===== src/verilog/gca_pkg.sv =====
// Purpose: constants and types for the gauge configuration and alert output block
// Assumes: 50 MHz clock, percentages as unsigned 0..100
// Notes:   configuration word bit positions and defaults
package gca_pkg;
   // configuration word layout
   localparam int unsigned CFG_W            = 16;
   localparam logic [15:0] CFG_RESET        = 16'h01F8;
   localparam logic [15:0] CFG_RESERVED_ZERO_MASK   = 16'h4600;
   localparam logic [15:0] CFG_RESERVED_ONE_MASK   = 16'h01C8;
   localparam int unsigned BIT_SENSE_COMP   = 15;
   localparam int unsigned BIT_INSERT_PIN   = 13;
   localparam int unsigned BIT_PULLUP       = 12;
   localparam int unsigned BIT_GND_SEL      = 11;
   localparam int unsigned BIT_SLEEP        = 5;
   localparam int unsigned BIT_RM_FROM_FULL = 4;
   localparam int unsigned BIT_LOW_SELECT   = 2;
   localparam int unsigned BIT_POLARITY     = 1;
   localparam int unsigned BIT_HOST_TEMP    = 0;
   // thresholds, percent
   localparam logic [7:0]  LOW_SET_RESET    = 8'h0A;
   localparam logic [7:0]  FINAL_SET_RESET  = 8'h02;
   localparam logic [7:0]  FINAL_CLR_RESET  = 8'h05;
   localparam logic [7:0]  FULL_PERCENT     = 8'h64;
   // state divisors in tenths: 13.3, 16.7, 25.0
   localparam int unsigned CHG_DIV_TENTHS   = 133;
   localparam int unsigned DSG_DIV_TENTHS   = 167;
   localparam int unsigned QUIT_DIV_TENTHS  = 250;
   // pulse timing
   localparam int unsigned CLK_HZ           = 50_000_000;
   localparam int unsigned PULSE_US         = 1000;
   localparam int unsigned PULSE_CYCLES     = CLK_HZ / 1_000_000 * PULSE_US;

   typedef enum logic [1:0] {GCA_RELAX, GCA_CHARGE, GCA_DISCHARGE} gca_batt_e;

   typedef struct packed {
      logic sense_comp_enable;
      logic insert_detect_pin_enable;
      logic detect_pullup_enable;
      logic adc_ground_select;
      logic sleep_allow;
      logic remaining_from_full_on_term;
      logic low_alert_select;
      logic alert_polarity;
      logic host_temp_write;
   } gca_ctrl_s;
endpackage


===== src/verilog/gca_alert.sv =====
// Purpose: configuration word, charge warning flags, battery state and alert pin
// Assumes: charge_percent and average current sampled on clock; reset sync high
// Notes:   decoded controls lag the stored word by one cycle,
//          and the alert pin lags its source by one more;
//          reserved bits are stored exactly as the host writes them
`timescale 1ns/1ps
module gca_alert #(
   parameter int unsigned PULSE_LEN = gca_pkg::PULSE_CYCLES
) (
   // clock and reset
   input  wire logic             clock,
   input  wire logic             reset,
   // configuration word write port
   input  wire logic             cfg_write,
   input  wire logic [15:0]      cfg_wdata,
   output logic      [15:0]      operation_configuration,
   output gca_pkg::gca_ctrl_s    ctrl,
   // thresholds and gauge measurements
   input  wire logic [7:0]       step_interval,
   input  wire logic [7:0]       low_set_threshold,
   input  wire logic [7:0]       final_set_threshold,
   input  wire logic [7:0]       final_clear_threshold,
   input  wire logic [7:0]       charge_percent,
   input  wire logic [15:0]      design_capacity,
   input  wire logic signed [16:0] avg_current,
   input  wire logic             charge_term,
   // battery presence
   input  wire logic             insert_detect_in,
   input  wire logic             insert_cmd,
   input  wire logic             remove_cmd,
   output logic                  battery_present,
   output logic                  load_remaining_from_full,
   // flags, state and alert pin
   output logic                  charge_low_flag,
   output logic                  charge_final_flag,
   output gca_pkg::gca_batt_e    batt_state,
   output logic                  alert_out
);
   // a zero-length pulse is meaningless and the counter is 24 bits wide
   if (PULSE_LEN < 1 || PULSE_LEN > 32'h00FF_FFFF) begin : g_len_check
      $error("PULSE_LEN out of range");
   end

   // pulse timer
   logic [23:0]        pulse_cnt;
   logic [23:0]        next_pulse_cnt;
   logic               pulsing;
   logic               next_pulsing;

   // previous samples for crossing and pin edge detection
   logic [7:0]         prev_percent;
   logic               prev_pin;

   // next values of the registered outputs
   logic               next_low_flag;
   logic               next_final_flag;
   logic               next_present;
   logic               next_load;
   logic [8:0]         ctrl_bits;

   // word position of each decoded control, in struct order
   localparam int unsigned CTRL_POS [9] = '{
      gca_pkg::BIT_SENSE_COMP,
      gca_pkg::BIT_INSERT_PIN,
      gca_pkg::BIT_PULLUP,
      gca_pkg::BIT_GND_SEL,
      gca_pkg::BIT_SLEEP,
      gca_pkg::BIT_RM_FROM_FULL,
      gca_pkg::BIT_LOW_SELECT,
      gca_pkg::BIT_POLARITY,
      gca_pkg::BIT_HOST_TEMP
   };

   for (genvar c = 0; c < 9; c++) begin : g_pos_check
      if (CTRL_POS[c] >= gca_pkg::CFG_W) begin : g_bad
         $error("control bit outside the configuration word");
      end
   end

   // one decode per control bit
   for (genvar b = 0; b < 9; b++) begin : g_ctrl
      assign ctrl_bits[8 - b] = operation_configuration[CTRL_POS[b]];
   end

   // reserved bits are kept as written: setting them right is the host's duty
   wire logic [15:0] next_cfg = cfg_wdata;
   // thresholds in mA: capacity*10/divisor
   wire logic [19:0] cap_x10  = 20'(design_capacity) * 20'd10;
   wire logic [16:0] chg_thr  = 17'(cap_x10 / 20'(gca_pkg::CHG_DIV_TENTHS));
   wire logic [16:0] dsg_thr  = 17'(cap_x10 / 20'(gca_pkg::DSG_DIV_TENTHS));
   wire logic [16:0] quit_thr = 17'(cap_x10 / 20'(gca_pkg::QUIT_DIV_TENTHS));

   // hysteresis between quit and charge/discharge levels keeps state stable
   wire logic signed [17:0] cur = 18'(avg_current);
   wire logic is_chg   = cur >  $signed({1'b0, chg_thr});
   wire logic is_dsg   = cur < -$signed({1'b0, dsg_thr});
   wire logic is_quiet = (cur < $signed({1'b0, quit_thr})) && (cur > -$signed({1'b0, quit_thr}));
   gca_pkg::gca_batt_e next_state;
   always_comb begin
      next_state = batt_state;
      if (is_chg)
         next_state = gca_pkg::GCA_CHARGE;
      else if (is_dsg)
         next_state = gca_pkg::GCA_DISCHARGE;
      else if (is_quiet)
         next_state = gca_pkg::GCA_RELAX;
   end

   // crossing detection: a point is 0, 100 or 100 - n*interval
   function automatic logic on_grid(input logic [7:0] p, input logic [7:0] d);
      logic [7:0] diff;
      diff = 8'(gca_pkg::FULL_PERCENT - p);
      on_grid = (p == 8'h00) || (p <= gca_pkg::FULL_PERCENT && (diff % d) == 8'h00);
   endfunction

   // charge: any point q with prev < q <= now; discharge: now < q <= prev
   logic cross_up;
   logic cross_dn;
   always_comb begin
      cross_up = 1'b0;
      cross_dn = 1'b0;
      for (int q = 0; q <= 100; q++) begin
         if (step_interval != 8'h00 && on_grid(8'(q), step_interval)) begin
            if (prev_percent < 8'(q) && charge_percent >= 8'(q))
               cross_up = 1'b1;
            if (charge_percent < 8'(q) && prev_percent >= 8'(q))
               cross_dn = 1'b1;
         end
      end
   end

   // a crossing only counts while the state says which way charge moves
   wire logic step_on    = step_interval != 8'h00;
   wire logic in_charge  = batt_state == gca_pkg::GCA_CHARGE;
   wire logic in_dsg     = batt_state == gca_pkg::GCA_DISCHARGE;
   wire logic charge_ev  = in_charge && cross_up;
   wire logic dsg_ev     = in_dsg && cross_dn;
   wire logic state_ev   = step_on && next_state != batt_state;

   // detect pin edges; idle high is the pull-up level
   wire logic pin_mode   = ctrl.insert_detect_pin_enable;
   wire logic removal    = pin_mode && !prev_pin && insert_detect_in;
   wire logic insert_pin = pin_mode && prev_pin && !insert_detect_in;

   // events in one cycle merge into a single pulse
   wire logic event_any  = charge_ev || dsg_ev || state_ev || removal;

   // warning flags: a level equal to the set threshold holds the low flag
   wire logic low_set    = charge_percent < low_set_threshold;
   wire logic low_clr    = charge_percent > low_set_threshold;
   wire logic final_set  = charge_percent < final_set_threshold;
   // the final flag only clears once it has been set
   wire logic final_clr  = charge_final_flag && charge_percent > final_clear_threshold;
   assign next_low_flag   = low_set || (charge_low_flag && !low_clr);
   assign next_final_flag = final_set || (charge_final_flag && !final_clr);

   // a new event during a pulse restarts it rather than stacking
   wire logic        cnt_done = pulse_cnt == 24'h00_0000;
   wire logic [23:0] cnt_dec  = cnt_done ? pulse_cnt : pulse_cnt - 24'h00_0001;
   assign next_pulse_cnt = event_any ? 24'(PULSE_LEN - 1) : cnt_dec;
   assign next_pulsing   = event_any || (pulsing && !cnt_done);

   // pin level: function select first, then polarity
   wire logic active_lvl = ctrl.low_alert_select ? charge_low_flag : pulsing;
   wire logic pin_level  = ctrl.alert_polarity ? active_lvl : !active_lvl;

   // presence follows pin edges when enabled, host commands otherwise
   wire logic cmd_insert = !pin_mode && insert_cmd;
   wire logic cmd_remove = !pin_mode && remove_cmd;
   wire logic gone       = removal || cmd_remove;
   assign next_present   = insert_pin || cmd_insert || (battery_present && !gone);
   assign next_load      = charge_term && ctrl.remaining_from_full_on_term;

   // the stored word is what the host reads back
   always_ff @(posedge clock) begin
      if (reset) begin
         operation_configuration <= gca_pkg::CFG_RESET;
      end else if (cfg_write) begin
         operation_configuration <= next_cfg;
      end
   end

   // decoded controls lag the stored word by one cycle
   always_ff @(posedge clock) begin
      if (reset) begin
         ctrl <= '0;
      end else begin
         ctrl <= gca_pkg::gca_ctrl_s'(ctrl_bits);
      end
   end

   always_ff @(posedge clock) begin
      if (reset) begin
         charge_low_flag <= 1'b0;
      end else begin
         charge_low_flag <= next_low_flag;
      end
   end

   always_ff @(posedge clock) begin
      if (reset) begin
         charge_final_flag <= 1'b0;
      end else begin
         charge_final_flag <= next_final_flag;
      end
   end

   always_ff @(posedge clock) begin
      if (reset) begin
         pulse_cnt <= '0;
      end else begin
         pulse_cnt <= next_pulse_cnt;
      end
   end

   // pulsing drops one cycle after the count reaches zero: PULSE_LEN cycles high
   always_ff @(posedge clock) begin
      if (reset) begin
         pulsing <= 1'b0;
      end else begin
         pulsing <= next_pulsing;
      end
   end

   // previous percent marks where charge came from
   always_ff @(posedge clock) begin
      if (reset) begin
         prev_percent <= '0;
      end else begin
         prev_percent <= charge_percent;
      end
   end

   // resets high like the idle pin, so no false removal follows reset
   always_ff @(posedge clock) begin
      if (reset) begin
         prev_pin <= 1'b1;
      end else begin
         prev_pin <= insert_detect_in;
      end
   end

   // state holds in the band between the relax and move thresholds
   always_ff @(posedge clock) begin
      if (reset) begin
         batt_state <= gca_pkg::GCA_RELAX;
      end else begin
         batt_state <= next_state;
      end
   end

   always_ff @(posedge clock) begin
      if (reset) begin
         battery_present <= 1'b0;
      end else begin
         battery_present <= next_present;
      end
   end

   // capacity update flag on termination: follows charge_term one cycle late, for as long as it stays high
   always_ff @(posedge clock) begin
      if (reset) begin
         load_remaining_from_full <= 1'b0;
      end else begin
         load_remaining_from_full <= next_load;
      end
   end

   // resets to the idle level of the default active-low polarity
   always_ff @(posedge clock) begin
      if (reset) begin
         alert_out <= 1'b1;
      end else begin
         alert_out <= pin_level;
      end
   end
endmodule // gca_alert


===== config.mk =====
export PLATFORM = sky130hd
export DESIGN_NAME = gca_alert
export DESIGN_NICKNAME = d
export VERILOG_FILES = /design/src/verilog/gca_pkg.sv /design/src/verilog/gca_alert.sv
export SDC_FILE = /design/constraint.sdc
export NUM_CORES = 2
export LEC_CHECK = 0
export BUFFER_PORTS_ARGS = -buffer_cell sky130_fd_sc_hd__buf_2
export CAP_MARGIN = 25
export CORE_MARGIN = 2
export CORE_UTILIZATION = 40
export DETAILED_ROUTE_END_ITERATION = 8
export SYNTH_ARGS = -nofsm -noshare
export SYNTH_HDL_FRONTEND = slang
export SYNTH_SLANG_ARGS = --single-unit
export TNS_END_PERCENT = 1

===== constraint.sdc =====
create_clock -name clock -period 22.1 [get_ports clock]
set_input_delay 4.42 -clock clock [delete_from_list [all_inputs] [get_ports clock]]
set_output_delay 4.42 -clock clock [all_outputs]
set_load 0.05 [all_outputs]

==> impl_metrics.ini <==
[route]
via_count = 90600
routed_wl_um = 305000
ant_nets = 0
first_iter_violations = 7547
drc_errors = 0
viasPerCell = 6.24
wire_per_inst_um = 21.0
first_pass_iters = 9

[critical_path]
critPathArrivalTime_ps = 21250
worstSetupPathType = input port to flip-flop
rrSetupSlack_ps = 15530
path_delay_family = compound AO/OA/AOI/OAI gates
critPathBufInv = 9
crit_path_frequent_cell = a21oi_1
r2r-start = prev_percent[5]$_SDFF_PP0_
reg2reg_to = pulse_cnt[7]$_SDFFE_PP0P_
cp-endpoint = pulse_cnt[16]$_SDFFE_PP0P_
slowest_delay_ps = 540
r2r_cells = 17
cp_slowest_cell = or3b_2
path_max_fanout = 18
crit_path_end_kind = flip-flop
required_ps = 22370
crit_path_start_kind = input port
critPathLaunch = design_capacity[3]
cp.depth = 77

[clocking]
cts_max_level = 3
cts_tree = built
clock_sinks = 66
cts-root-buf = clkbuf_16
clk_pin_slew_ps = 60
hold_buffers = 0
cts_buffers = 9
clock_path_buffers = 2
worstSkewPairLatency_ps = 370

[cells_and_area]
nets = 13400
final_cell_mix = ha_1, nor2_1, a21oi_1
drive_above_1_share = 0.0748
fin_cells = 14500
area_delta_synth_final_pct = 5.72
fillers = 21000
layout_commonest_cell = ha_1

[die]
die_w_um = 457
die_h_um = 457
io_pins = 128
start_util = 0.401
core_um2 = 204000
fp-row-count = 166
die-area_um2 = 208000

[synthesis]
synth_nets = 13400
synth-async-reset-ratio = 0
synth-edff-count = 0
syn_inst = 11900
yosysWarnings = 0
avgSynthCellArea_um2 = 6.90
syn_area_um2 = 81900
ys_ff_latch = 66
ys_seq_area_frac = 0.0161
synthFlopType = dfxtp_1
yosysUniqueCellTypes = 148

[place]
gp_congestion = 1.07
dp_cells = 14500
dp_hpwl_um = 233000
io_buffers = 127

[timing]
min_period_over_period = 0.949
hold_slack_ps = 451
slew_headroom = 0.238
finalCriticalPeriod_ps = 20980
finalSetupViolCount = 0
worst_slew_pin_slew_ps = 1140
slew_violations = 0
max_freq_mhz = 47.7
finalClockSkew_ps = 17.3
hold_viol_final = 0

[global_route]
grt_usage = 0.277
grt_max_degree = 91
antenna_found_initial = 8
grt-ovfl-total = 0
grt_pass1_wl_um = 475000
grt_pass1_vias = 86700

[run]
drv_cap = 0

[status]
status = completed

[hold_path]
min_path_type = flip-flop to flip-flop
min-delay-start = ctrl[3]$_SDFF_PP0_
Yosys cell counts, types with 57 or more instances:
library cell | instances | area [um^2]
a21oi_1 | 1185 | 5930
a31oi_1 | 124 | 776
o2111ai_1 | 80 | 701
a2111oi_0 | 57 | 499
nand2b_1 | 286 | 1790
buf_1 | 59 | 221
or3_1 | 124 | 776
ha_1 | 1448 | 18100
dfxtp_1 | 66 | 1320
xnor2_1 | 550 | 4820
mux2_2 | 240 | 2700
inv_1 | 482 | 1810
nor3_1 | 368 | 1840
and2_1 | 83 | 519
mux2i_1 | 181 | 1810
nand2_1 | 904 | 3390
nor2_1 | 1254 | 4710
nand3_1 | 141 | 706
o211ai_1 | 67 | 503
a211oi_1 | 57 | 428
nor4_1 | 109 | 682
a21o_1 | 545 | 4090
o21ai_0 | 983 | 4920
and3_1 | 62 | 388
o21a_1 | 277 | 2080
nor2b_1 | 253 | 1580
xor2_1 | 399 | 3490
o22a_1 | 57 | 499
clkbuf_1 | 274 | 1030
o21bai_1 | 63 | 473
nand4_1 | 128 | 801
worst min path at each step:
| stage | slack [ps] | depth (start not counted) | endpoint |
|---|---|---|---|
| after global routing | 480 | 1 | pin_mode$_SDFF_PP0_ |
| after floorplan | 460 | 2 | pulsing$_SDFF_PP0_ |
| after global placement | 440 | 2 | load_remaining_from_full$_SDFF_PP0_ |
| after CTS | 450 | 2 | load_remaining_from_full$_SDFF_PP0_ |
| final | 450 | 2 | load_remaining_from_full$_SDFF_PP0_ |
| after detailed placement | 440 | 2 | load_remaining_from_full$_SDFF_PP0_ |
through the flow:
stage          setup TNS, ps  setup WS [ps]  area [um^2]  utilization
4_1_cts                    0           50.8        86200        0.422
2_1_floorplan              0           98.6        81900            -
3_3_place_gp               0           19.9        85900        0.421
3_5_place_dp           -3550           -270        86000        0.421
6_report                   0           1120        86600        0.424
5_1_grt                 -110          -24.8        86600        0.424
flip-flops by register name, summed over array words and instances, names as in the netlist, 2 cells and up:
| signal | cells |
|---|---|
| batt_state | 2 |
| pulse_cnt | 24 |
| operation_configuration | 16 |
| prev_percent | 8 |
| ctrl | 8 |
worst min-delay path: stages, from the launching register on:
cell	delay, ps
dfxtp_1	320
nand2_1	60
nor2_1	30
logic make-up after synthesis:
kind of cell	Yosys count	share of synthesized area
xor+xnor	957	0.103
buf+inv	874	0.0415
fa+ha+maj	1464	0.223
simple gates	3992	0.238
compound gates	4094	0.322
flops	66	0.0161
mux	423	0.0554
other cells	1	0.0000458
per-layer routing:
metal	GRT usage	share of wire	vias to the layer above
li1	-	-	44000
met1	0.349	0.43	42600
met2	0.466	0.45	3282
met3	0.0362	0.069	715
met4	0.125	0.050	2
met5	0	0.000043	-
final cells by class:
| cell class | count | area [um^2] | share of cell area |
|---|---|---|---|
| sequential | 66 | 1320 | 0.0153 |
| multi-input combinational | 10900 | 77600 | 0.896 |
| antenna | 6 | 15.0 | 0.000173 |
| clock inverter | 5 | 37.5 | 0.000433 |
| tap | 2688 | 3360 | 0.0388 |
| timing repair buffer | 312 | 2110 | 0.0244 |
| inverter | 496 | 1910 | 0.0221 |
| clock buffer | 11 | 243 | 0.00280 |
what timing repair did:
action | in CTS | in global routing
buffers inserted | 0 | 6
resized for setup | 0 | 48
setup endpoints to repair | 0 | 27
Power is not shown: default switching activity piles up to over one toggle a cycle in this logic, so the estimate is an artifact.
